`config.mk`:
```
export PLATFORM = sky130hd
export DESIGN_NAME = mss_sync_start
export DESIGN_NICKNAME = d
export VERILOG_FILES = /design/src/core/mss_sync_start.v /design/src/core/mss_tick_div.v
export VERILOG_INCLUDE_DIRS = /design/src /design/src/core
export SDC_FILE = /design/constraint.sdc
export NUM_CORES = 1
export LEC_CHECK = 0
export BUFFER_PORTS_ARGS = -buffer_cell sky130_fd_sc_hd__buf_2
export CAP_MARGIN = 20
export CORE_ASPECT_RATIO = 0.7
export CORE_MARGIN = 10
export CORE_UTILIZATION = 25
export DETAILED_ROUTE_END_ITERATION = 8
export PLACE_DENSITY = 0.55
export SLEW_MARGIN = 20
export SYNTH_ARGS = -nofsm -noshare
export SYNTH_HDL_FRONTEND = slang
export SYNTH_HIERARCHICAL = 1
export SYNTH_SLANG_ARGS = --single-unit
```
`constraint.sdc`:
```
create_clock -name clk -period 5.2 [get_ports clk]
set_input_delay 0.26 -clock clk [delete_from_list [all_inputs] [get_ports clk]]
set_output_delay 0.26 -clock clk [all_outputs]
set_load 0.02 [all_outputs]
```
`src/core/mss_defines.vh`:
```
/*
 * Constants of the synchronized start coordinator: register offsets,
 * field positions, reset values, axis encodings and timing figures.
 * Assumes an APB slave with 32-bit data and byte addresses.
 */
// Operation
// - List up to eight axes, count defaults one
// - Arm listed axes, gather readiness, start together
// - Axis state must be a motion-capable state
// - Axis must hold a qualifying pending command
// - Error if not all ready within timeout
// - Zero timeout means a five-minute limit
// - Exact flag starts at timeout, else immediately
// - Stop, reset or power commands abort
// - Faulting axis stops alone, others continue
// - Done once all listed axes began or faulted
// - Busy from trigger until action completes
// - Warning, error and fault code, zero initially
`ifndef MSS_DEFINES_VH
`define MSS_DEFINES_VH

// Register byte offsets
`define MSS_OFS_CTRL      8'h00
`define MSS_OFS_TIMEOUT   8'h04
`define MSS_OFS_STATUS    8'h08
`define MSS_OFS_INT_STAT  8'h0C
`define MSS_OFS_INT_MASK  8'h10
`define MSS_OFS_READY     8'h14

// Control fields
`define MSS_CTRL_EXEC     0
`define MSS_CTRL_EXACT    1
`define MSS_CTRL_CNT_LO   4
`define MSS_CTRL_CNT_HI   7
`define MSS_CNT_RESET     4'h1
`define MSS_CNT_MAX       4'h8

// Status fields
`define MSS_ST_DONE       0
`define MSS_ST_BUSY       1
`define MSS_ST_WARN       2
`define MSS_ST_ERR        3
`define MSS_ST_CODE_LO    16
`define MSS_ST_CODE_HI    31

// Interrupt bits
`define MSS_IRQ_DONE      0
`define MSS_IRQ_ERR       1
`define MSS_IRQ_WARN      2

// Fault codes
`define MSS_FC_NONE       16'h0000
`define MSS_FC_TIMEOUT    16'h0001
`define MSS_FC_ABORT      16'h0002
`define MSS_FC_LOW_TIME   16'h0010
`define MSS_FC_AXIS_FAULT 16'h0020

// Axis state encodings
`define MSS_AS_STANDSTILL 3'h1
`define MSS_AS_P2P        3'h2
`define MSS_AS_VELOCITY   3'h3
`define MSS_AS_COUPLED    3'h4

// Qualifying pending commands
`define MSS_CMD_ABS       4'h1
`define MSS_CMD_REL       4'h2
`define MSS_CMD_ADD       4'h3
`define MSS_CMD_SUPER     4'h4
`define MSS_CMD_VEL       4'h5
`define MSS_CMD_CAM       4'h6
`define MSS_CMD_GEAR      4'h7
`define MSS_CMD_GEAR_POS  4'h8

// Timing
`define MSS_CLK_NS        50
`define MSS_TICK_NS       1000000
`define MSS_TIMEOUT_MIN   16'h0005
`define MSS_TIMEOUT_RESET 16'h0000
`define MSS_ZERO_LIMIT_MS 19'd300000

`endif

```
`src/core/mss_sync_start.v`:
```
/*
 * Synchronized start coordinator for up to eight motion axes, with
 * APB register access and a masked level interrupt.
 * Assumes each axis reports state, pending command, start and fault,
 * and that abort commands arrive as one-cycle pulses.
 */
`timescale 1ns/1ns
`include "mss_defines.vh"
module mss_sync_start #(
   parameter NAX      = 8,                                 // Axis slots
   parameter TICK_DIV = `MSS_TICK_NS / `MSS_CLK_NS          // Cycles per ms
)(
   input  wire              clk,            // System clock
   input  wire              rst,            // Synchronous reset
   input  wire              psel,           // APB select
   input  wire              penable,        // APB enable
   input  wire              pwrite,         // APB direction
   input  wire [7:0]        paddr,          // APB byte address
   input  wire [31:0]       pwdata,         // APB write data
   output reg  [31:0]       prdata,         // APB read data
   output reg               pready,         // APB ready
   output reg               pslverr,        // APB error
   input  wire [3*NAX-1:0]  axisState,      // Per-axis state code
   input  wire [NAX-1:0]    cmdPending,     // Pending command held
   input  wire [4*NAX-1:0]  cmdCode,        // Pending command code
   input  wire [NAX-1:0]    haltCmd,        // Halt executed
   input  wire [NAX-1:0]    axisResetCmd,   // Axis reset executed
   input  wire [NAX-1:0]    drivePowerCmd,  // Power command executed
   input  wire              moduleResetCmd, // Module reset executed
   input  wire [NAX-1:0]    axisBegan,      // Axis began its motion
   input  wire [NAX-1:0]    axisFault,      // Axis faulted at start
   output reg  [NAX-1:0]    syncArm,        // Next command is the synced one
   output reg               syncGo,         // Common start pulse
   output reg               done,           // All listed axes started or faulted
   output reg               busy,           // Action in progress
   output reg               warning,        // Warning flag
   output reg               error,          // Error flag
   output reg  [15:0]       faultCode,      // Fault or warning code
   output reg               irq             // Level interrupt
);
   localparam S_IDLE = 2'd0;
   localparam S_WAIT = 2'd1;
   localparam S_HOLD = 2'd2;
   localparam S_RUN  = 2'd3;

   reg  [1:0]     state_q;
   reg  [1:0]     state_d;
   reg            execBit_q;
   reg            execPrev_q;
   reg            exact_q;
   reg  [3:0]     count_q;
   reg  [15:0]    timeout_q;
   reg  [2:0]     intStat_q;
   reg  [2:0]     intMask_q;
   reg  [18:0]    elapsed_q;
   reg  [18:0]    limit_q;
   reg  [NAX-1:0] list_q;
   reg  [NAX-1:0] began_q;
   reg            runExact_q;
   reg  [NAX-1:0] listMask;
   reg  [NAX-1:0] axisReady;
   reg  [3:0]     cntEff;
   reg  [2:0]     st;
   reg  [3:0]     cc;
   wire           msTick;
   wire           setup;
   wire           wrDone;
   wire           trigger;
   wire           abortHit;
   wire           allReady;
   wire           allBegan;
   wire           limitHit;
   wire           overLimit;
   wire [2:0]     evt;
   integer        i;
   integer        k;

   // Setup phase and completed write
   assign setup  = psel & ~penable;
   assign wrDone = psel & penable & pready & pwrite;

   // Execute rising edge starts the action only from idle
   assign trigger = execBit_q & ~execPrev_q & (state_q == S_IDLE);

   // Listed slots from the count field, clamped to the slot range
   always @*
   begin
      if (count_q == 4'h0)
         cntEff = `MSS_CNT_RESET;
      else if (count_q > `MSS_CNT_MAX)
         cntEff = `MSS_CNT_MAX;
      else
         cntEff = count_q;
      for (i = 0; i < NAX; i = i + 1)
         listMask[i] = (i < cntEff);
   end

   // Per-axis qualification of state and pending command
   always @*
   begin
      axisReady = {NAX{1'b0}};
      st = 3'h0;
      cc = 4'h0;
      for (k = 0; k < NAX; k = k + 1)
      begin
         st = axisState[3*k +: 3];
         cc = cmdCode[4*k +: 4];
         axisReady[k] = cmdPending[k]
            && (st == `MSS_AS_STANDSTILL || st == `MSS_AS_P2P
             || st == `MSS_AS_VELOCITY   || st == `MSS_AS_COUPLED)
            && (cc >= `MSS_CMD_ABS && cc <= `MSS_CMD_GEAR_POS);
      end
   end

   // Coordination terms over the listed axes
   assign allReady  = &(axisReady | ~list_q);
   assign allBegan  = &(began_q | axisBegan | axisFault | ~list_q);
   assign abortHit  = moduleResetCmd
                    | (|((haltCmd | axisResetCmd | drivePowerCmd) & list_q));
   assign limitHit  = (elapsed_q >= limit_q);
   assign overLimit = (elapsed_q > limit_q);

   // Millisecond tick, realigned at each trigger
   mss_tick_div #(
      .DIV     (TICK_DIV)
   ) u_tick (
      .clk     (clk),
      .rst     (rst),
      .restart (trigger),
      .tick    (msTick)
   );

   // Next state of the coordination sequence
   always @*
   begin
      state_d = state_q;
      case (state_q)
         S_IDLE:
            if (trigger)
               state_d = S_WAIT;
         S_WAIT:
            if (abortHit)
               state_d = S_IDLE;
            else if (allReady && runExact_q)
               state_d = S_HOLD;
            else if (allReady)
               state_d = S_RUN;
            else if (limitHit)
               state_d = S_IDLE;
         S_HOLD:
            if (abortHit || limitHit)
               state_d = abortHit ? S_IDLE : S_RUN;
         S_RUN:
            if (abortHit || allBegan || overLimit)
               state_d = S_IDLE;
         default:
            state_d = S_IDLE;
      endcase
   end

   // Sequence registers and outputs toward the axes
   always @(posedge clk)
   begin
      if (rst)
      begin
         state_q    <= S_IDLE;
         elapsed_q  <= 19'd0;
         limit_q    <= 19'd0;
         list_q     <= {NAX{1'b0}};
         began_q    <= {NAX{1'b0}};
         runExact_q <= 1'b0;
         syncArm    <= {NAX{1'b0}};
         syncGo     <= 1'b0;
         done       <= 1'b0;
         busy       <= 1'b0;
         warning    <= 1'b0;
         error      <= 1'b0;
         faultCode  <= `MSS_FC_NONE;
      end
      else
      begin
         state_q <= state_d;
         syncGo  <= 1'b0;
         if (msTick && state_q != S_IDLE && elapsed_q != 19'h7_FFFF)
            elapsed_q <= elapsed_q + 19'd1;
         if (trigger)
         begin
            elapsed_q  <= 19'd0;
            list_q     <= listMask;
            began_q    <= {NAX{1'b0}};
            runExact_q <= exact_q;
            syncArm    <= listMask;
            busy       <= 1'b1;
            done       <= 1'b0;
            error      <= 1'b0;
            if (timeout_q == `MSS_TIMEOUT_RESET)
               limit_q <= `MSS_ZERO_LIMIT_MS;
            else
               limit_q <= {3'b000, timeout_q};
            if (timeout_q != `MSS_TIMEOUT_RESET && timeout_q < `MSS_TIMEOUT_MIN)
            begin
               warning   <= 1'b1;
               faultCode <= `MSS_FC_LOW_TIME;
            end
            else
            begin
               warning   <= 1'b0;
               faultCode <= `MSS_FC_NONE;
            end
         end
         // Abort or timeout ends the action with an error
         if (state_q != S_IDLE && state_d == S_IDLE && !(state_q == S_RUN && allBegan
             && !abortHit))
         begin
            busy      <= 1'b0;
            done      <= 1'b0;
            error     <= 1'b1;
            syncArm   <= {NAX{1'b0}};
            faultCode <= abortHit ? `MSS_FC_ABORT : `MSS_FC_TIMEOUT;
         end
         // Common start once coordination allows
         if (state_d == S_RUN && state_q != S_RUN)
         begin
            syncGo  <= 1'b1;
            syncArm <= {NAX{1'b0}};
         end
         if (state_q == S_RUN)
         begin
            began_q <= began_q | ((axisBegan | axisFault) & list_q);
            if (|(axisFault & list_q))
            begin
               warning   <= 1'b1;
               faultCode <= `MSS_FC_AXIS_FAULT;
            end
            if (allBegan && !abortHit)
            begin
               busy    <= 1'b0;
               done    <= 1'b1;
            end
         end
      end
   end

   // Interrupt events from flag rises
   assign evt[`MSS_IRQ_DONE] = (state_q == S_RUN) & allBegan & ~abortHit;
   assign evt[`MSS_IRQ_ERR]  = (state_q != S_IDLE) & (state_d == S_IDLE) & ~evt[0];
   assign evt[`MSS_IRQ_WARN] = (trigger & (timeout_q != `MSS_TIMEOUT_RESET)
                               & (timeout_q < `MSS_TIMEOUT_MIN))
                             | ((state_q == S_RUN) & (|(axisFault & list_q)));

   // Software registers and interrupt status
   always @(posedge clk)
   begin
      if (rst)
      begin
         execBit_q  <= 1'b0;
         execPrev_q <= 1'b0;
         exact_q    <= 1'b0;
         count_q    <= `MSS_CNT_RESET;
         timeout_q  <= `MSS_TIMEOUT_RESET;
         intStat_q  <= 3'b000;
         intMask_q  <= 3'b000;
         irq        <= 1'b0;
      end
      else
      begin
         execPrev_q <= execBit_q;
         if (wrDone && paddr == `MSS_OFS_CTRL)
         begin
            execBit_q <= pwdata[`MSS_CTRL_EXEC];
            exact_q   <= pwdata[`MSS_CTRL_EXACT];
            count_q   <= pwdata[`MSS_CTRL_CNT_HI:`MSS_CTRL_CNT_LO];
         end
         if (wrDone && paddr == `MSS_OFS_TIMEOUT)
            timeout_q <= pwdata[15:0];
         if (wrDone && paddr == `MSS_OFS_INT_MASK)
            intMask_q <= pwdata[2:0];
         // Write one clears, a new event in the same cycle wins
         if (wrDone && paddr == `MSS_OFS_INT_STAT)
            intStat_q <= (intStat_q & ~pwdata[2:0]) | evt;
         else
            intStat_q <= intStat_q | evt;
         irq <= |(intStat_q & intMask_q);
      end
   end

   // APB answer: ready in the first access cycle
   always @(posedge clk)
   begin
      if (rst)
      begin
         pready  <= 1'b0;
         pslverr <= 1'b0;
         prdata  <= 32'h0000_0000;
      end
      else
      begin
         pready  <= setup;
         pslverr <= 1'b0;
         prdata  <= 32'h0000_0000;
         if (setup)
         begin
            case (paddr)
               `MSS_OFS_CTRL:
                  prdata <= {24'h00_0000, count_q, 2'b00, exact_q, execBit_q};
               `MSS_OFS_TIMEOUT:
                  prdata <= {16'h0000, timeout_q};
               `MSS_OFS_STATUS:
                  prdata <= {faultCode, 12'h000, error, warning, busy, done};
               `MSS_OFS_INT_STAT:
                  prdata <= {29'h000_0000, intStat_q};
               `MSS_OFS_INT_MASK:
                  prdata <= {29'h000_0000, intMask_q};
               `MSS_OFS_READY:
                  prdata <= {{(32-NAX){1'b0}}, axisReady};
               default:
                  pslverr <= 1'b1;
            endcase
         end
      end
   end
endmodule // mss_sync_start

```
`src/core/mss_tick_div.v`:
```
/*
 * Millisecond enable divider for the coordinator.
 * Assumes one clock; restart realigns the tick to the trigger.
 */
`timescale 1ns/1ns
module mss_tick_div #(
   parameter DIV = 20000              // Clock cycles per tick
)(
   input  wire clk,                   // System clock
   input  wire rst,                   // Synchronous reset
   input  wire restart,               // Restart counting
   output reg  tick                   // One-cycle tick pulse
);
   reg [31:0] cnt_q;

   // Divide the clock down to one pulse per period
   always @(posedge clk)
   begin
      if (rst || restart)
      begin
         cnt_q <= 32'h0000_0000;
         tick  <= 1'b0;
      end
      else if (cnt_q == DIV - 1)
      begin
         cnt_q <= 32'h0000_0000;
         tick  <= 1'b1;
      end
      else
      begin
         cnt_q <= cnt_q + 32'h0000_0001;
         tick  <= 1'b0;
      end
   end
endmodule // mss_tick_div

```
* Word level (Yosys, flattened, before mapping) *
Index checks and enable logic that the tools add are counted.

cells by class
  $add $sub $neg = 2
  $lt $le $gt $ge = 28
  equality and inequality tests = 44
  muxes and demuxes = 39
  bitwise operators = 37
  reductions and logical operators = 87

operator list
  kind                     number
  $pmux W32 S6             1
  $mux W16                 4
  $or A8 B8 Y8             8
  $eq A3 B2 Y1 const B     16
  $logic_and A1 B1 Y1      38
  $add A32 B1 Y32 const B  1
  $eq A32 B15 Y1 const B   1
  $ge A4 B1 Y1 const B     8
  $le A4 B4 Y1 const B     8
  $logic_or A1 B1 Y1       28
  $and A8 B8 Y8            3
  $eq A3 B1 Y1 const B     8
  $eq A3 B3 Y1 const B     8
  $add A19 B1 Y19 const B  1
  $ge A19 B19 Y1           1
  $gt A19 B19 Y1           1
  $mux W19                 1
  $ne A19 B19 Y1 const B   1
  $mux W2                  9
  $mux W1                  17
  $eq A8 B4 Y1 const B     2
  $eq A8 B5 Y1 const B     2
  $logic_not A16 Y1        1
  $lt A16 B3 Y1 const B    1
  other kinds (31)         68

storage, ports and cells
  register bits = 183
  input port bits = 150
  output and inout port bits = 64
  logic and storage cells = 263

* Depth between registers and ports, before layout *
  word-level depth = 18
  gate-level depth with buffers = 11
  mapped depth without buffers = 10

* Cells and area by module *
The synthesis kept the hierarchy.

by module, submodules not included
  module          instances  cells each  area an instance (um2)  sequential area each (um2)
  mss_sync_start  1          763         6583.8                  2962.8
  mss_tick_div    1          190         1584.0                  660.6

* Worst setup path before layout *
OpenSTA, ideal clock, no wires.

  path kind = reg2reg
  start point = reg limit_q[18]
  end point = reg syncArm[1]
  library setup time = 131 ps
  arrival = 2613 ps
  data required time = 5069 ps
  path slack = 2456 ps
  cell stages (with the launch flop) = 11
  buffers on the path = 0
  period minus slack after synthesis = 2744 ps
  cells stage by stage = dfxtp_1 > inv_1 > ha_1 > nand4bb_1 > nor4_1 > o21ai_0 > and4_1 > mux2_4 > or3_4 > o211a_1 > nor3b_1

on the way
  longest elaborated chain between the ends = 10
  elaborated cells between the ends (all ways) = 17
  those cells by class = order compare: 2; eq/ne: 1; mux: 7; reduce/logical: 7

ends and longest elaborated chain
  element                            line                  RTL
  start, declared                    mss_sync_start.v:56   reg [18:0] limit_q;
  start signal, assigned             mss_sync_start.v:197  limit_q <= `MSS_ZERO_LIMIT_MS;
  start signal, assigned             mss_sync_start.v:199  limit_q <= {3'b000, timeout_q};
  $ge A19 B19 Y1                     mss_sync_start.v:120  assign limitHit = (elapsed_q >= limit_q);
  $mux W2                            mss_sync_start.v:148  else if (limitHit)
  $mux W2                            mss_sync_start.v:146  else if (allReady)
  $mux W2                            mss_sync_start.v:144  else if (allReady && runExact_q)
  $mux W2                            mss_sync_start.v:142  if (abortHit)
  $pmux W2 S4 *                      mss_sync_start.v:137  case (state_q)
  $logic_not A2 Y1                   mss_sync_start.v:212  if (state_q != S_IDLE && state_d == S_IDLE && !(state_q == S_RUN && allBegan
  $logic_and A1 B1 Y1 (2 in series)  mss_sync_start.v:212
  $reduce_or A3 Y1 (no line) *       n/a
  end signal, assigned               mss_sync_start.v:192  syncArm <= listMask;
  end signal, assigned               mss_sync_start.v:218  syncArm <= {NAX{1'b0}};
  end signal, assigned               mss_sync_start.v:225  syncArm <= {NAX{1'b0}};
  end, declared                      mss_sync_start.v:32   output reg [NAX-1:0] syncArm,

Mark *: on every way between the ends. The rest lies on a longest branch, timed or not.
A chain may end at the register's enable or synchronous reset.

* Final worst setup path *
  start point = reg limit_q[18]
  end point = reg faultCode[1]

on the way
  longest elaborated chain between the ends = 12
  elaborated cells between the ends (all ways) = 17
  those cells by class = order compare: 2; mux: 10; reduce/logical: 5

ends and longest elaborated chain
  element                              line                  RTL
  $ge A19 B19 Y1                       mss_sync_start.v:120
  $mux W2                              mss_sync_start.v:148
  $mux W2                              mss_sync_start.v:146
  $mux W2                              mss_sync_start.v:144
  $mux W2                              mss_sync_start.v:142
  $pmux W2 S4 *                        mss_sync_start.v:137
  $logic_not A2 Y1 *                   mss_sync_start.v:212
  $logic_and A1 B1 Y1 * (2 in series)  mss_sync_start.v:212
  $mux W16 *                           mss_sync_start.v:212
  $mux W16                             mss_sync_start.v:230  if (|(axisFault & list_q))
  $mux W16 *                           mss_sync_start.v:227  if (state_q == S_RUN)
  end signal, assigned                 mss_sync_start.v:208  faultCode <= `MSS_FC_NONE;
  end signal, assigned                 mss_sync_start.v:219  faultCode <= abortHit ? `MSS_FC_ABORT : `MSS_FC_TIMEOUT;
  end signal, assigned                 mss_sync_start.v:233  faultCode <= `MSS_FC_AXIS_FAULT;
  end, declared                        mss_sync_start.v:38   output reg [15:0] faultCode,

Marked as above.

==> metrics.txt <==
# TYPE chip_impl_metric gauge
chip_impl_metric{name="postLayoutCoreUtil",unit="%"} 31.3
chip_impl_metric{name="post_dp_cell_area",unit="sq mm"} 0.00956
chip_impl_info{name="worst_setup_path_startpoint",value="limit_q[18]$_SDFFE_PP0P_"} 1
chip_impl_metric{name="cts_max_level",unit=""} 4
chip_impl_metric{name="cts_resized",unit=""} 0
chip_impl_metric{name="detail_route.wirelength",unit="mm"} 26.5
chip_impl_info{name="synthDominantAreaCellType",value="dfxtp_1"} 1
chip_impl_metric{name="drive_gt1_share",unit="%"} 22.6
chip_impl_metric{name="grt_start_max_net_pins",unit=""} 44
chip_impl_metric{name="wl_per_cell",unit="um"} 16.9
chip_impl_metric{name="layout.cells.non_filler",unit=""} 1570
chip_impl_metric{name="p_leak",unit="nW"} 3.98
chip_impl_metric{name="clk-insertion-delay-late",unit="ns"} 0.45
chip_impl_info{name="timing.hold.worst.class",value="primary input to register"} 1
chip_impl_metric{name="max-vdd-ir-drop",unit="V"} 0.000294
chip_impl_metric{name="slew_at_the_pin_closest_to_its_max_slew_limit",unit="ns"} 0.951
chip_impl_metric{name="worst_path_largest_cell_delay",unit="ns"} 0.45
chip_impl_metric{name="regToRegSetupSlack",unit="ns"} 1.94
chip_impl_info{name="run_status",value="complete, no violations"} 1
chip_impl_metric{name="floorplan.initialDensity",unit="%"} 25.3
chip_impl_metric{name="cts.reportedPaths.clkPinSlew",unit="ns"} 0.07
chip_impl_info{name="worstPathCellList",value="inv_1 -> ha_1 -> nand4bb_1 -> nor4_1 -> o21ai_0 -> and4_1 -> mux2_4 -> or3_4 -> nor2_4 -> o32ai_1"} 1
chip_impl_metric{name="netlist-cell-type-count",unit=""} 75
chip_impl_info{name="synth-main-ff-cell",value="dfxtp_1"} 1
chip_impl_info{name="type_of_the_setup_path_with_the_least_slack",value="register to register"} 1
chip_impl_metric{name="setup_viol",unit=""} 0
chip_impl_metric{name="cp.depth",unit=""} 10
chip_impl_metric{name="timing.hold.ws",unit="ns"} 0.0493
chip_impl_metric{name="die_w",unit="um"} 236
chip_impl_metric{name="synth.ff_latch_count",unit=""} 181
chip_impl_metric{name="drt_drc_violations_left",unit=""} 0
chip_impl_metric{name="max_cap_viol_count",unit=""} 0
chip_impl_metric{name="clock_tree.buffer_depth",unit=""} 2
chip_impl_info{name="synth_commonest_cells",value="dfxtp_1 (181), nand2_1 (119), nor2_1 (97)"} 1
chip_impl_metric{name="final_max_slew_viol_count",unit=""} 0
chip_impl_info{name="crit_path_top_delay_cell",value="nor4_1"} 1
chip_impl_info{name="synth_area_leaders",value="dfxtp_1 (44%), nand2_1 (5.5%), nor2_1 (4.5%), a21oi_1 (4.2%), ha_1 (2.9%)"} 1
chip_impl_metric{name="crit_required",unit="ns"} 5.52
chip_impl_metric{name="synthToLayoutAreaGrowth",unit="%"} 23.9
chip_impl_metric{name="synth_warnings",unit=""} 6
chip_impl_metric{name="die_area",unit="sq mm"} 0.0404
chip_impl_metric{name="synth-edff-count",unit=""} 0
chip_impl_metric{name="antenna_cells_inserted",unit=""} 0
chip_impl_metric{name="finalHoldViolCount",unit=""} 0
chip_impl_metric{name="critPathBufInv",unit=""} 1
chip_impl_info{name="end_kind",value="register"} 1
chip_impl_info{name="yosysMostFrequentCell",value="dfxtp_1"} 1
chip_impl_info{name="r2r-start",value="limit_q[18]$_SDFFE_PP0P_"} 1
chip_impl_metric{name="cts_made_buffers",unit=""} 17
chip_impl_info{name="startpoint_type",value="register"} 1
chip_impl_metric{name="grt_pass1_wl",unit="mm"} 40.4
chip_impl_info{name="critical_path.endpoint",value="faultCode[1]$_SDFF_PP0_"} 1
chip_impl_metric{name="sinks_on_the_clock_net",unit=""} 181
chip_impl_metric{name="row_count",unit=""} 55
chip_impl_metric{name="syn-mean-instance-area",unit="sq um"} 8.57
chip_impl_info{name="clock_tree.root_cell",value="clkbuf_16"} 1
chip_impl_metric{name="ff2ff_path_depth",unit=""} 10
chip_impl_metric{name="grt.overflow.total",unit=""} 0
chip_impl_metric{name="final.min_clock_period",unit="ns"} 3.26
chip_impl_info{name="worstReg2RegEnd",value="faultCode[1]$_SDFF_PP0_"} 1
chip_impl_metric{name="finalCritPeriodShare",unit="%"} 62.8
chip_impl_metric{name="power.density_cell_area",unit="mW/mm^2"} 272
chip_impl_metric{name="vias_in_the_first_global_route",unit=""} 7112
chip_impl_metric{name="place.port_buffers",unit=""} 197
chip_impl_metric{name="netlist.area_leader.share",unit="%"} 44.4
chip_impl_metric{name="vias",unit=""} 7621
chip_impl_metric{name="number_of_top_level_design_ports",unit=""} 214
chip_impl_metric{name="postLayoutCellArea",unit="sq mm"} 0.0101
chip_impl_info{name="crit_family",value="simple AND/OR/NAND/NOR gates"} 1
chip_impl_info{name="tritoncts_clock_tree",value="yes"} 1
chip_impl_metric{name="postSynthCellCount",unit=""} 953
chip_impl_metric{name="max_clock_freq",unit="MHz"} 306
chip_impl_metric{name="cts_setup_buffers",unit=""} 0
chip_impl_metric{name="hpwlAfterDp",unit="mm"} 20.5
chip_impl_metric{name="dpl.cell_count",unit=""} 1538
chip_impl_metric{name="drt_pass1_iterations",unit=""} 5
chip_impl_metric{name="skew",unit="ns"} 0.00911
chip_impl_metric{name="netlist_area",unit="sq mm"} 0.00817
chip_impl_metric{name="cts_hold_buf",unit=""} 0
chip_impl_metric{name="synth_nets",unit=""} 1122
chip_impl_metric{name="detailedRoute.firstIterationViolations",unit=""} 581
chip_impl_metric{name="via_per_inst",unit=""} 4.85
chip_impl_metric{name="tns",unit="ns"} 0
chip_impl_metric{name="number_of_antenna_violations_at_the_first_check_in_global_routing",unit=""} 0
chip_impl_metric{name="postSynth.asyncResetShare",unit="%"} 0
chip_impl_metric{name="finalWeightedCongestion",unit=""} 0.822
chip_impl_metric{name="die_height",unit="um"} 171
chip_impl_metric{name="core-area",unit="sq mm"} 0.0323
chip_impl_metric{name="critPathMaxFanout",unit=""} 16
chip_impl_info{name="rsz0062_at_grt",value="false"} 1
chip_impl_metric{name="slew_headroom",unit="%"} 36.1
chip_impl_metric{name="overall_fraction_of_global_route_tracks_in_use",unit="%"} 12.5
chip_impl_metric{name="final_net_count",unit=""} 1299
chip_impl_metric{name="worst-endpoint-arrival",unit="ns"} 3.58
chip_impl_metric{name="drtAntennaViolNets",unit=""} 0
chip_impl_metric{name="synth-seq-area-share",unit="%"} 44.4
[state kept, by name, summed over array words and instances (netlist names), 2 cells and up]
signal and flops:
count_q 4, began_q 8, limit_q 17, syncArm 8, list_q 8, timeout_q 16
faultCode 16, u_tick/cnt_q 32, elapsed_q 19, state_q 2, intMask_q 3, prdata 32
intStat_q 3
[worst reg2reg max path, cell delays in order, from the launching register on]
cell and delay, ns:
dfxtp_1 0.34, inv_1 0.08, ha_1 0.34, nand4bb_1 0.19, nor4_1 0.45, o21ai_0 0.26
and4_1 0.26, mux2_4 0.27, or3_4 0.41, nor2_4 0.36, o32ai_1 0.16
[how the worst min path moves through the flow]
stage	slack (ns)	to	cells past startpoint	from
6_report	0.05	timeout_q[8]$_SDFFE_PP0P_	3	pwdata[8]
5_1_grt	0.03	timeout_q[13]$_SDFFE_PP0P_	3	pwdata[13]
2_1_floorplan	0.34	prdata[7]$_SDFF_PP0_	1	paddr[3]
3_5_place_dp	0.44	faultCode[15]$_SDFF_PP0_	2	faultCode[15]$_SDFF_PP0_
4_1_cts	0.03	timeout_q[3]$_SDFFE_PP0P_	3	pwdata[3]
3_3_place_gp	0.43	began_q[1]$_SDFFE_PP0P_	2	began_q[1]$_SDFFE_PP0P_
[cell families (layout without fill, tap and decap cells)]
family                     Yosys count  after routing  share of synthesized area (%)
xor gates and xnor gates            31             31                           3.32
AOI/OAI and AO/OA                  196            196                           16.3
buffers and inverters               72            262                           3.49
adders and majority gates           19             19                           2.91
and+or+nand+nor                    437            437                           27.5
DFF                                181            181                           44.4
muxes                               17             17                           2.16
[metal layers]
metal  vias to the layer above  track usage (%)  routed length, um
met2                       192             16.1              10600
li1                       3793                -                  -
met1                      3616             19.4              14200
met5                         -                0                  0
met4                         0             3.20                254
met3                        20             3.20               1500
[per-stage QoR]
stage               setup WS (ns)  total power (W)
finish                       1.94          0.00276
global route                 1.79          0.00285
CTS                          1.93          0.00278
detailed placement           1.94          0.00155
global placement             1.96          0.00154
floorplan                    2.46          0.00147
[power breakdown]
part | internal [W] | switching [W] | total (W)
logic | 0.0000553 | 0.0000686 | 0.000124
registers | 0.00139 | 0.00000301 | 0.00139
clock network | 0.000635 | 0.000606 | 0.00124
[placed cells by master, fill, tap and decap left out, types with 13 or more instances in the layout]
cell / Yosys / final
a21oi_1: 68 / 68
and2_1: 31 / 31
buf_2: 3 / 197
clkbuf_16: 0 / 17
dfxtp_1: 181 / 181
ha_1: 19 / 19
inv_1: 29 / 29
mux2i_1: 15 / 15
nand2_1: 119 / 119
nand3_1: 36 / 36
nand4_1: 23 / 23
nor2_1: 97 / 96
nor3_1: 26 / 26
nor4_1: 19 / 19
o21ai_0: 21 / 21
o31ai_1: 23 / 22
or3_1: 13 / 13
or4_1: 16 / 16
xor2_1: 19 / 19
[cell type report]
type | instances | area (sq um)
clock buffers | 18 | 439
inverters | 29 | 109
multi-input cells | 700 | 4280
clock inverters | 14 | 119
repair buffers | 201 | 1020
fillers | 3406 | 22200
flip-flops and latches | 181 | 3620
well taps | 427 | 534
No activity file was read; power rests on OpenSTA's default activity.
